$ cat src/verilog/ism_map.svh
// register map, field positions, reset values and timing counts of the start/transmit engine
`ifndef ISM_MAP_SVH
`define ISM_MAP_SVH
// ************************************************************
// register byte offsets
// ************************************************************
`define ISM_OFF_ADDR_BAUD   8'h00
`define ISM_OFF_XFER_BUF    8'h04
`define ISM_OFF_CTRL_TWO    8'h08
`define ISM_OFF_PORT_STAT   8'h0C
`define ISM_OFF_FLAGS       8'h10
// ************************************************************
// field positions
// ************************************************************
`define ISM_BIT_SEN         0
`define ISM_BIT_REPEATED_START_ENABLE_BIT        1
`define ISM_BIT_ACK_STATUS_BIT     6
`define ISM_BIT_BF          0
`define ISM_BIT_SDET        3
`define ISM_BIT_IRQ         0
`define ISM_BIT_BCOL        1
`define ISM_BIT_WRITE_COLLISION_FLAG        2
`define ISM_CTRL_LOCK_W     5
`define ISM_CTRL_W          7
`define ISM_BAUD_W          7
`define ISM_BAUD_LOW_W      6
// ************************************************************
// reset values and counts
// ************************************************************
`define ISM_RST_BAUD        7'h00
`define ISM_RST_BYTE        8'h00
`define ISM_LAST_BIT        4'h8
`define ISM_CLK_NS          40
`define ISM_PHASES          4
`define ISM_WRITE_COLLISION_FLAG_WIN_TCY    2
`define ISM_WRITE_COLLISION_FLAG_WIN_CLKS   (`ISM_WRITE_COLLISION_FLAG_WIN_TCY * `ISM_PHASES)
`endif

$ cat src/verilog/ism_pkg.sv
// types shared by the start/transmit engine
`default_nettype none
package ism_pkg;
	typedef enum logic [3:0] {
		ISM_IDLE    = 4'h0,
		ISM_ST_WAIT = 4'h1,
		ISM_ST_HOLD = 4'h3,
		ISM_RS_LOW  = 4'h2,
		ISM_RS_SDA  = 4'h6,
		ISM_RS_SCLH = 4'h7,
		ISM_RS_HIGH = 4'h5,
		ISM_RS_HOLD = 4'h4,
		ISM_TX_LOW  = 4'hC,
		ISM_TX_REL  = 4'hD,
		ISM_TX_HIGH = 4'hF
	} ism_state_t;
	typedef struct packed {
		logic scl;
		logic sda;
	} ism_lines_t;
	typedef struct packed {
		logic irq;
		logic bcol;
		logic write_collision_flag;
	} ism_flags_t;
endpackage : ism_pkg
`default_nettype wire

$ cat src/verilog/ism_start_tx_engine.sv
// i2c master start, repeated start and byte transmit engine with ahb-lite registers
//
// Our own choices: the register addresses and the AHB-Lite register port.
`include "ism_map.svh"
`timescale 1ns/1ps
`default_nettype none
module ism_start_tx_engine
	import ism_pkg::*;
(
	// clock and reset
	input  wire logic        ref_clk_i,
	input  wire logic        arst_n_i,
	// ahb-lite slave
	input  wire logic        hsel_i,
	input  wire logic [7:0]  haddr_i,
	input  wire logic [1:0]  htrans_i,
	input  wire logic        hwrite_i,
	input  wire logic [2:0]  hsize_i,
	input  wire logic        hready_i,
	input  wire logic [31:0] hwdata_i,
	output logic      [31:0] hrdata_o,
	output logic             hreadyout_o,
	output logic             hresp_o,
	// open-drain i2c lines
	input  wire logic        scl_i,
	output logic             scl_o,
	output logic             scl_oe_n_o,
	input  wire logic        sda_i,
	output logic             sda_o,
	output logic             sda_oe_n_o
);
	// ************************************************************
	// line synchronisers
	// ************************************************************
	ism_lines_t ln_s1_q;
	ism_lines_t ln_q;
	logic       sda_prev_q;
	always_ff @(posedge ref_clk_i or negedge arst_n_i) begin
		if (!arst_n_i) begin
			ln_s1_q    <= '1;
			ln_q       <= '1;
			sda_prev_q <= 1'b1;
		end else begin
			ln_s1_q    <= '{scl: scl_i, sda: sda_i};
			ln_q       <= ln_s1_q;
			sda_prev_q <= ln_q.sda;
		end
	end
	wire logic scl_s = ln_q.scl;
	wire logic sda_s = ln_q.sda;
	wire logic start_seen = sda_prev_q & ~sda_s & scl_s;
	// ************************************************************
	// ahb-lite slave decode
	// ************************************************************
	logic       wr_q;
	logic [7:0] wa_q;
	wire logic  acc      = hsel_i & htrans_i[1] & hready_i;
	wire logic  rd_acc   = acc & ~hwrite_i;
	wire logic  wr_baud  = wr_q & (wa_q == `ISM_OFF_ADDR_BAUD);
	wire logic  wr_buf   = wr_q & (wa_q == `ISM_OFF_XFER_BUF);
	wire logic  wr_ctrl  = wr_q & (wa_q == `ISM_OFF_CTRL_TWO);
	wire logic  wr_stat  = wr_q & (wa_q == `ISM_OFF_PORT_STAT);
	wire logic  wr_flags = wr_q & (wa_q == `ISM_OFF_FLAGS);
	assign hreadyout_o = 1'b1;
	assign hresp_o     = 1'b0;
	// ************************************************************
	// state and registers
	// ************************************************************
	ism_state_t      st_q, st_d;
	logic [6:0]      baud_q;
	logic [7:0]      buf_q;
	logic [7:0]      shift_q, shift_d;
	logic [3:0]      bit_q, bit_d;
	logic [6:0]      cnt_q, cnt_d;
	logic            run_q, run_d;
	logic [1:0]      ph_q;
	logic            sen_q, repeated_start_enable_bit_q, ack_q, bf_q, sdet_q;
	ism_flags_t      fl_q;
	logic            scl_drv_q, scl_drv_d, sda_drv_q, sda_drv_d;
	logic [3:0]      win_q;
	logic            sen_clr, repeated_start_enable_bit_clr, bf_set, bf_clr, ack_ld, irq_set, bcol_set;
	logic [31:0]     rdata_q;
	wire logic tick      = ph_q[0];
	wire logic tmo       = tick & run_q & (cnt_q == 7'h00);
	wire logic in_start  = (st_q == ISM_ST_WAIT) | (st_q == ISM_ST_HOLD);
	wire logic in_rs     = (st_q == ISM_RS_LOW) | (st_q == ISM_RS_SDA) | (st_q == ISM_RS_SCLH) |
	                       (st_q == ISM_RS_HIGH) | (st_q == ISM_RS_HOLD);
	wire logic in_tx     = (st_q == ISM_TX_LOW) | (st_q == ISM_TX_REL) | (st_q == ISM_TX_HIGH);
	wire logic lock      = in_start | in_rs | sen_q | repeated_start_enable_bit_q;
	wire logic idle      = (st_q == ISM_IDLE) & ~sen_q & ~repeated_start_enable_bit_q;
	wire logic buf_go    = wr_buf & idle;
	wire logic buf_early = wr_buf & in_tx & (win_q != 4'h0);
	wire logic write_collision_flag_set  = wr_buf & ~buf_go;
	// ************************************************************
	// bus registers
	// ************************************************************
	always_ff @(posedge ref_clk_i or negedge arst_n_i) begin
		if (!arst_n_i) begin
			wr_q    <= 1'b0;
			wa_q    <= 8'h00;
			rdata_q <= 32'h0000_0000;
		end else begin
			wr_q    <= acc & hwrite_i;
			wa_q    <= haddr_i;
			if (rd_acc) begin
				rdata_q <= 32'h0000_0000;
				case (haddr_i)
					`ISM_OFF_ADDR_BAUD: rdata_q[6:0] <= baud_q;
					`ISM_OFF_XFER_BUF:  rdata_q[7:0] <= buf_q;
					`ISM_OFF_CTRL_TWO:  rdata_q[6:0] <= {ack_q, 4'h0, repeated_start_enable_bit_q, sen_q};
					`ISM_OFF_PORT_STAT: rdata_q[3:0] <= {sdet_q, 2'b00, bf_q};
					`ISM_OFF_FLAGS:     rdata_q[2:0] <= {fl_q.write_collision_flag, fl_q.bcol, fl_q.irq};
					default:            rdata_q <= 32'h0000_0000;
				endcase
			end
		end
	end
	assign hrdata_o = rdata_q;
	// software registers; hardware set beats a same-cycle clear
	always_ff @(posedge ref_clk_i or negedge arst_n_i) begin
		if (!arst_n_i) begin
			baud_q <= `ISM_RST_BAUD;
			buf_q  <= `ISM_RST_BYTE;
			sen_q  <= 1'b0;
			repeated_start_enable_bit_q <= 1'b0;
			ack_q  <= 1'b0;
			bf_q   <= 1'b0;
			sdet_q <= 1'b0;
			fl_q   <= '0;
		end else begin
			if (wr_baud) baud_q <= hwdata_i[`ISM_BAUD_W-1:0];
			if (buf_go | buf_early) buf_q <= hwdata_i[7:0];
			if (sen_clr) sen_q <= 1'b0;
			else if (wr_ctrl & idle) sen_q <= hwdata_i[`ISM_BIT_SEN];
			if (repeated_start_enable_bit_clr) repeated_start_enable_bit_q <= 1'b0;
			else if (wr_ctrl & ~lock & idle & ~hwdata_i[`ISM_BIT_SEN])
				repeated_start_enable_bit_q <= hwdata_i[`ISM_BIT_REPEATED_START_ENABLE_BIT];
			if (ack_ld) ack_q <= sda_s;
			if (bf_set) bf_q <= 1'b1;
			else if (bf_clr) bf_q <= 1'b0;
			if (start_seen) sdet_q <= 1'b1;
			else if (wr_stat & hwdata_i[`ISM_BIT_SDET]) sdet_q <= 1'b0;
			fl_q.irq  <= irq_set  | (fl_q.irq  & ~(wr_flags & hwdata_i[`ISM_BIT_IRQ]));
			fl_q.bcol <= bcol_set | (fl_q.bcol & ~(wr_flags & hwdata_i[`ISM_BIT_BCOL]));
			fl_q.write_collision_flag <= write_collision_flag_set | (fl_q.write_collision_flag & ~(wr_flags & hwdata_i[`ISM_BIT_WRITE_COLLISION_FLAG]));
		end
	end
	// ************************************************************
	// engine state machine
	// ************************************************************
	always_comb begin
		st_d      = st_q;
		cnt_d     = (tick & run_q & (cnt_q != 7'h00)) ? cnt_q - 7'h01 : cnt_q;
		run_d     = run_q & ~tmo;
		scl_drv_d = scl_drv_q;
		sda_drv_d = sda_drv_q;
		shift_d   = buf_early ? hwdata_i[7:0] : shift_q;
		bit_d     = bit_q;
		sen_clr   = 1'b0;
		repeated_start_enable_bit_clr  = 1'b0;
		bf_set    = buf_go;
		bf_clr    = 1'b0;
		ack_ld    = 1'b0;
		irq_set   = 1'b0;
		bcol_set  = 1'b0;
		case (st_q)
			ISM_IDLE: begin
				if (sen_q) begin
					if (scl_s & sda_s) begin
						cnt_d = baud_q;
						run_d = 1'b1;
						st_d  = ISM_ST_WAIT;
					end else begin
						bcol_set = 1'b1;
						sen_clr  = 1'b1;
					end
				end else if (repeated_start_enable_bit_q) begin
					scl_drv_d = 1'b1;
					st_d      = ISM_RS_LOW;
				end else if (buf_go) begin
					shift_d   = hwdata_i[7:0];
					bit_d     = 4'h0;
					sda_drv_d = ~hwdata_i[7];
					scl_drv_d = 1'b1;
					cnt_d     = baud_q;
					run_d     = 1'b1;
					st_d      = ISM_TX_LOW;
				end
			end
			ISM_ST_WAIT: begin
				if (!scl_s || (tmo && !sda_s)) begin
					bcol_set = 1'b1;
					sen_clr  = 1'b1;
					run_d    = 1'b0;
					st_d     = ISM_IDLE;
				end else if (tmo) begin
					sda_drv_d = 1'b1;
					cnt_d     = baud_q;
					run_d     = 1'b1;
					st_d      = ISM_ST_HOLD;
				end
			end
			ISM_ST_HOLD: begin
				if (tmo) begin
					sen_clr = 1'b1;
					irq_set = 1'b1;
					st_d    = ISM_IDLE;
				end
			end
			ISM_RS_LOW: begin
				if (!scl_s) begin
					cnt_d     = {1'b0, baud_q[`ISM_BAUD_LOW_W-1:0]};
					run_d     = 1'b1;
					sda_drv_d = 1'b0;
					st_d      = ISM_RS_SDA;
				end
			end
			ISM_RS_SDA: begin
				if (tmo) begin
					if (sda_s) begin
						scl_drv_d = 1'b0;
						st_d      = ISM_RS_SCLH;
					end else begin
						bcol_set = 1'b1;
						repeated_start_enable_bit_clr = 1'b1;
						st_d     = ISM_IDLE;
					end
				end
			end
			ISM_RS_SCLH: begin
				if (scl_s) begin
					if (!sda_s) begin
						bcol_set = 1'b1;
						repeated_start_enable_bit_clr = 1'b1;
						st_d     = ISM_IDLE;
					end else begin
						cnt_d = baud_q;
						run_d = 1'b1;
						st_d  = ISM_RS_HIGH;
					end
				end
			end
			ISM_RS_HIGH: begin
				if (!scl_s || !sda_s) begin
					bcol_set = 1'b1;
					repeated_start_enable_bit_clr = 1'b1;
					run_d    = 1'b0;
					st_d     = ISM_IDLE;
				end else if (tmo) begin
					sda_drv_d = 1'b1;
					cnt_d     = baud_q;
					run_d     = 1'b1;
					st_d      = ISM_RS_HOLD;
				end
			end
			ISM_RS_HOLD: begin
				if (tmo) begin
					repeated_start_enable_bit_clr = 1'b1;
					irq_set  = 1'b1;
					st_d     = ISM_IDLE;
				end
			end
			ISM_TX_LOW: begin
				if (tmo) begin
					scl_drv_d = 1'b0;
					st_d      = ISM_TX_REL;
				end
			end
			ISM_TX_REL: begin
				if (scl_s) begin
					cnt_d = baud_q;
					run_d = 1'b1;
					st_d  = ISM_TX_HIGH;
				end
			end
			ISM_TX_HIGH: begin
				if (tmo) begin
					scl_drv_d = 1'b1;
					if (bit_q == `ISM_LAST_BIT) begin
						ack_ld  = 1'b1;
						irq_set = 1'b1;
						st_d    = ISM_IDLE;
					end else begin
						bit_d   = bit_q + 4'h1;
						shift_d = {shift_q[6:0], 1'b0};
						if (bit_q == `ISM_LAST_BIT - 4'h1) begin
							sda_drv_d = 1'b0;
							bf_clr    = 1'b1;
						end else begin
							sda_drv_d = ~shift_q[6];
						end
						cnt_d = baud_q;
						run_d = 1'b1;
						st_d  = ISM_TX_LOW;
					end
				end
			end
			default: begin
				st_d = ISM_IDLE;
			end
		endcase
		if (bcol_set) begin
			scl_drv_d = 1'b0;
			sda_drv_d = 1'b0;
			bf_clr    = 1'b1;
		end
	end
	always_ff @(posedge ref_clk_i or negedge arst_n_i) begin
		if (!arst_n_i) begin
			st_q      <= ISM_IDLE;
			cnt_q     <= `ISM_RST_BAUD;
			run_q     <= 1'b0;
			ph_q      <= 2'b00;
			scl_drv_q <= 1'b0;
			sda_drv_q <= 1'b0;
			shift_q   <= `ISM_RST_BYTE;
			bit_q     <= 4'h0;
			win_q     <= 4'h0;
		end else begin
			st_q      <= st_d;
			cnt_q     <= cnt_d;
			run_q     <= run_d;
			ph_q      <= ph_q + 2'b01;
			scl_drv_q <= scl_drv_d;
			sda_drv_q <= sda_drv_d;
			shift_q   <= shift_d;
			bit_q     <= bit_d;
			win_q     <= buf_go ? 4'(`ISM_WRITE_COLLISION_FLAG_WIN_CLKS) : (win_q != 4'h0 ? win_q - 4'h1 : 4'h0);
		end
	end
	// open drain: output low, enable active low while pulling
	assign scl_o      = 1'b0;
	assign sda_o      = 1'b0;
	assign scl_oe_n_o = ~scl_drv_q;
	assign sda_oe_n_o = ~sda_drv_q;
endmodule : ism_start_tx_engine
`default_nettype wire

$ cat config.mk
export PLATFORM = sky130hd
export DESIGN_NAME = ism_start_tx_engine
export DESIGN_NICKNAME = d
export VERILOG_FILES = /design/src/verilog/ism_pkg.sv /design/src/verilog/ism_start_tx_engine.sv
export VERILOG_INCLUDE_DIRS = /design/src /design/src/verilog
export SDC_FILE = /design/constraint.sdc
export NUM_CORES = 1
export LEC_CHECK = 0
export ABC_CLOCK_PERIOD_IN_PS = 3470
export BUFFER_PORTS_ARGS = -buffer_cell sky130_fd_sc_hd__buf_2
export CAP_MARGIN = 20
export CORE_AREA = 2 2 100 199
export DETAILED_ROUTE_END_ITERATION = 8
export DIE_AREA = 0 0 102 201
export MAX_ROUTING_LAYER = met4
export SLEW_MARGIN = 30
export SYNTH_ARGS = -nofsm -noshare
export SYNTH_HDL_FRONTEND = slang
export SYNTH_SLANG_ARGS = --single-unit
$ cat constraint.sdc
create_clock -name ref_clk_i -period 3.47 [get_ports ref_clk_i]
set_clock_uncertainty 0.05 [all_clocks]
set_input_delay 0.347 -clock ref_clk_i [delete_from_list [all_inputs] [get_ports ref_clk_i]]
set_output_delay 0.347 -clock ref_clk_i [all_outputs]
set_load 0.01 [all_outputs]
Word level (Yosys, flattened, before mapping):

Cells that the tools add are included.

* add/sub/neg operators: 4
* equality and inequality tests: 47
* multiplexer cells: 116
* bitwise logic cells: 62
* reduce and logical (&&, ||, !) cells: 23

Operators with widths (count)
* $mux 7: 14
* $mux 4: 23
* $mux 1: 57
* $pmux 7 s7: 1
* $mux 8: 6
* $pmux 4 s10: 1
* $and 1x1->1: 33
* $ne 3x3->1 const B: 11
* $eq 8x4->1 const B: 4
* $eq 4x3->1 const B: 5
* $ne 2x2->1 const B: 10
* $eq 4x4->1 const B: 4
* $eq 8x3->1 const B: 2
* $eq 8x5->1 const B: 2
* $logic_not 8->1: 2
* $pmux 8 s2: 1
* $not 1->1: 15
* $pmux 3 s5: 1
* $or 1x1->1: 14
* $reduce_and 11->1: 1
* $pmux 1 s5: 2
* $reduce_bool 2->1: 5
* $ne 3x2->1 const B: 3
* $pmux 3 s3: 1
* other kinds (27): 34

* register bits after elaboration: 77
* bits of input ports: 52

Depth between registers and ports, before layout:

* depth in word-level cells: 14
* depth in mapped cells: 10
* depth with buffers taken out: 8

Least setup slack after synthesis:

OpenSTA, ideal clock, no wires.

* kind: flip-flop to flip-flop
* from: reg wa_q[5]
* to: reg buf_q[4]
* arrival: 2.174 ns
* required time: 3.295 ns
* setup slack: 1.121 ns
* stages on the path, launching flop included: 7
* cells stage by stage: dfrtp_1 -> or4b_4 -> or3_1 -> buf_2 -> a21oi_2 -> buf_4 -> mux2_2

* word-level cells in the longest chain between the ends: 5

Ends and longest elaborated chain
* start, declared: RTL line ism_start_tx_engine.sv:56 `logic [7:0] wa_q;`
* start signal, assigned: RTL line ism_start_tx_engine.sv:104 `wa_q <= haddr_i;`
* $eq 8x3->1 (no line) *
* $and 1x1->1 *: RTL line ism_start_tx_engine.sv:60 `` wire logic wr_buf = wr_q & (wa_q == `ISM_OFF_XFER_BUF); ``
* $and 1x1->1 (2 in a row): RTL line ism_start_tx_engine.sv:92 `wire logic buf_early = wr_buf & in_tx & (win_q != 4'h0);`
* $or 1x1->1 *: RTL line ism_start_tx_engine.sv:132 `if (buf_go | buf_early) buf_q <= hwdata_i[7:0];`
* end signal, assigned: RTL line ism_start_tx_engine.sv:123 `` buf_q <= `ISM_RST_BYTE; ``
* end signal, assigned: RTL line ism_start_tx_engine.sv:132
* end, declared: RTL line ism_start_tx_engine.sv:71 `logic [7:0] buf_q;`

Every way passes the cells marked *; elsewhere a longest branch is shown, timed or not.
A chain may end at the register's enable or synchronous reset.

Worst setup path after layout:

* from: reg cnt_q[2]
* to: reg shift_q[0]

* word-level cells in the longest chain between the ends: 4

Ends and longest elaborated chain
* start, declared: RTL line ism_start_tx_engine.sv:74 `logic [6:0] cnt_q, cnt_d;`
* start signal, assigned: RTL line ism_start_tx_engine.sv:311 `` cnt_q <= `ISM_RST_BAUD; ``
* start signal, assigned: RTL line ism_start_tx_engine.sv:321 `cnt_q <= cnt_d;`
* $logic_not 7->1: RTL line ism_start_tx_engine.sv:84 `wire logic tmo = tick & run_q & (cnt_q == 7'h00);`
* $and 1x1->1: RTL line ism_start_tx_engine.sv:84
* $mux 8: RTL line ism_start_tx_engine.sv:277 `if (tmo) begin`
* $pmux 8 s2: RTL line ism_start_tx_engine.sv:166 `case (st_q)`
* via shift_d[0]: RTL line ism_start_tx_engine.sv:72 `logic [7:0] shift_q, shift_d;`
* end signal, assigned: RTL line ism_start_tx_engine.sv:316 `` shift_q <= `ISM_RST_BYTE; ``
* end signal, assigned: RTL line ism_start_tx_engine.sv:326 `shift_q <= shift_d;`
* end, declared: RTL line ism_start_tx_engine.sv:72

The timed path passes the listed nets, and every way through them passes these cells.

==> flow_summary.json <==
{
  "syn_inst": 511,
  "hpwlAfterDp_mm": 9.47,
  "fin_nets": 597,
  "synth_xor_area_share_pct": 1.13,
  "cts_hold_buffers": 0,
  "dieWidth_um": 102,
  "h-tree-depth": 3,
  "max_clock_freq_mhz": 381,
  "synth_top_family_by_area": "compound AO/OA/AOI/OAI gates",
  "synth_edf_count": 0,
  "power_mw": 3.73,
  "synth_cell_type_count": 77,
  "yosys.area_share.simple_pct": 19.0,
  "row_count": 72,
  "critPathMaxFanout": 11,
  "drtIter0Drc": 330,
  "pwr-share-seq_pct": 30.0,
  "wl_per_cell_um": 16.3,
  "cts.reportedPaths.clkPinSlew_ps": 60,
  "synth_fa_ha_area_share_pct": 1.61,
  "rsz0062_at_grt": "false",
  "synth_warnings": 0,
  "violations": "hold timing",
  "critPathKind": "register to register",
  "muxShareOfSynthArea_pct": 8.72,
  "finalHoldViolCount": 26,
  "yosysSeqAreaShare_pct": 40.4,
  "synth.avg_cell_area_sq_um": 9.12,
  "maxSlewViolCount": 0,
  "peakVddDrop_uv": 658,
  "outcome": "complete, but fails checks",
  "grt_max_degree": 76,
  "p_sw_mw": 1.48,
  "power.density_mw_per_mm2": 697,
  "clock_latency_ps": 330,
  "end_kind": "register",
  "initial_core_util_pct": 24.4,
  "vias_per_cell": 5.02,
  "antenna_found_initial": 0,
  "drtPass1Iterations": 5,
  "final_common_cell": "dfrtp_1",
  "intPower_mw": 2.25,
  "p_leak_nw": 2.33,
  "drive_gt1_share_pct": 18.0,
  "cts-buffers-inserted": 9,
  "overflow": 0,
  "clock_path_buffers": 2,
  "worstMarginPinSlew_ps": 882,
  "cts_tree": "built",
  "vias": 4029,
  "start_kind": "register",
  "final_cell_mix": "70 x dfrtp_1, 47 x nand2_1, 36 x nor2_1",
  "die-area_sq_mm": 0.0205,
  "routed_wl_mm": 13.1,
  "crit_chain": "or4_1 > nor3_2 > buf_4 > nand3_1 > nand2_1 > o21ai_0 > a22o_1",
  "die_h_um": 201,
  "gp_congestion": 0.923,
  "port_buffers": 33,
  "swShare_pct": 39.6,
  "setup_tns_ps": 0,
  "arrival_ps": 2800,
  "core_sq_mm": 0.0191,
  "setup_viol": 0,
  "cts_sinks": 75,
  "crit_slowest_cell": "or4_1",
  "holdWs_ps": -9.60,
  "grt_util_all_layers_pct": 13.4,
  "finalCriticalPeriod_ps": 2620,
  "worst_path_largest_cell_delay_ps": 650,
  "combPwrFrac_pct": 42.4,
  "place_area_sq_mm": 0.00502,
  "final_antenna_net_count": 0,
  "synthFlopType": "dfrtp_1",
  "design_area_sq_mm": 0.00535,
  "io_pins": 90,
  "hold_path.class": "primary input to async pin",
  "netlist_area_sq_mm": 0.00466,
  "relSlewSlack_pct": 40.7,
  "clkPwrFrac_pct": 27.6,
  "grt_pass1_vias": 3875,
  "ctsResizeCount": 0,
  "drc_errors": 0,
  "grt_pass1_wl_mm": 21.2,
  "ys_ff_latch": 75,
  "post_cts_buffers": 0,
  "fin_crit_sh_pct": 75.6,
  "diodes": 0,
  "area_growth_pct": 14.7,
  "clockRootBuffer": "clkbuf_16",
  "cp.required_ps": 3640,
  "synthArstFlopShare_pct": 100,
  "cap_violations": 0,
  "synth_compound_area_share_pct": 20.5
}
[flip-flops by register name, summed over array words and instances, names as in the netlist, 2 cells and up]
name	count
baud_q	7
bit_q	4
buf_q	8
cnt_q	7
fl_q	3
hrdata_o	8
ln_s1_q	2
shift_q	7
st_q	4
wa_q	8
win_q	4
[area by class of cell]
type | instances | area (sq um)
Multi-Input combinational cell | 390 | 2480
Clock inverter | 6 | 95.1
Timing Repair Buffer | 47 | 277
Sequential cell | 75 | 1880
Fill cell | 2083 | 13800
Clock buffer | 10 | 229
Tap cell | 259 | 324
Inverter | 16 | 60.1
[path summary, 6_finish.rpt]
kind                            start         end  slack, ps  cells past startpoint
max                          cnt_q[2]  shift_q[0]        850                      7
min                          arst_n_i    bit_q[0]        -10                      1
max reg2reg                  cnt_q[2]  shift_q[0]        850                      7
min reg2reg                ln_s1_q[0]       sda_s        300                      0
max in group asynchronous    arst_n_i    cnt_q[6]       2900                      1
min in group ref_clk_i          scl_i  ln_s1_q[1]         60                      1
[stage by stage]
stage / utilization (%) / setup WS, ps / instances
5_1_grt: 28.0 / 664 / 803
3_5_place_dp: 26.3 / 878 / 787
2_1_floorplan: - / 1120 / 537
6_report: 28.0 / 846 / 803
4_1_cts: 28.0 / 864 / 803
3_3_place_gp: 26.3 / 920 / 787
[critical path, delay by kind of cell, from the launching register on]
| kind | cells | cell delay (ps) |
|---|---|---|
| AOI/OAI and AO/OA | 2 | 330 |
| buffers and inverters | 1 | 210 |
| DFF | 1 | 440 |
| and+or+nand+nor | 4 | 1470 |
[per-layer routing]
metal | up-vias | GRT usage [%] | routed length [um]
li1 | 1882 | - | -
met1 | 2001 | 18.7 | 5890
met2 | 126 | 20.2 | 6350
met3 | 20 | 2.26 | 665
met4 | 0 | 3.29 | 212
met5 | - | - | 0
[synthesized netlist by cell type, types with 4 or more instances]
| cell type | instances | share of area, % |
|---|---|---|
| dfrtp_1 | 70 | 38 |
| mux2i_1 | 17 | 3.6 |
| nor4_1 | 5 | 0.67 |
| o31ai_1 | 4 | 0.64 |
| mux2_2 | 18 | 4.3 |
| o21ai_1 | 6 | 0.64 |
| o21ai_0 | 32 | 3.4 |
| a211oi_1 | 6 | 0.97 |
| a2bb2oi_1 | 6 | 1.1 |
| buf_4 | 30 | 4.8 |
| nand3b_1 | 4 | 0.64 |
| a21oi_1 | 21 | 2.3 |
| a31oi_1 | 4 | 0.54 |
| and2_1 | 4 | 0.54 |
| inv_1 | 16 | 1.3 |
| a22oi_1 | 6 | 0.97 |
| a21o_1 | 5 | 0.81 |
| nor2_1 | 36 | 2.9 |
| nand2_1 | 47 | 3.8 |
| buf_2 | 5 | 0.54 |
| dfstp_2 | 5 | 2.8 |
| a221oi_1 | 4 | 0.75 |
| o2bb2ai_1 | 4 | 0.75 |
| nand2b_1 | 7 | 0.94 |
| clkbuf_1 | 18 | 1.4 |
| or3_1 | 5 | 0.67 |
| ha_1 | 6 | 1.6 |
| nor3_1 | 18 | 1.9 |
| nand3_1 | 17 | 1.8 |
| o22ai_1 | 4 | 0.54 |
| xnor2_1 | 5 | 0.94 |
[power by group through the flow]
stage	Combinational (mW)	Clock (mW)	Sequential [mW]
final	1.58	1.03	1.12
after global routing	1.76	1.09	1.14
after CTS	1.56	1.05	1.12
after detailed placement	1.55	0	1.13
after global placement	1.53	0	1.12
after floorplan	1.18	0	1.10
[logic make-up after synthesis]
| kind of cell | after synthesis |
|---|---|
| simple gates | 173 |
| compound gates | 140 |
| flops | 75 |
| buf+inv | 72 |
| mux | 37 |
| fa+ha+maj | 6 |
| xor+xnor | 6 |
| other cells | 2 |
(Power assumes the default switching activity.)
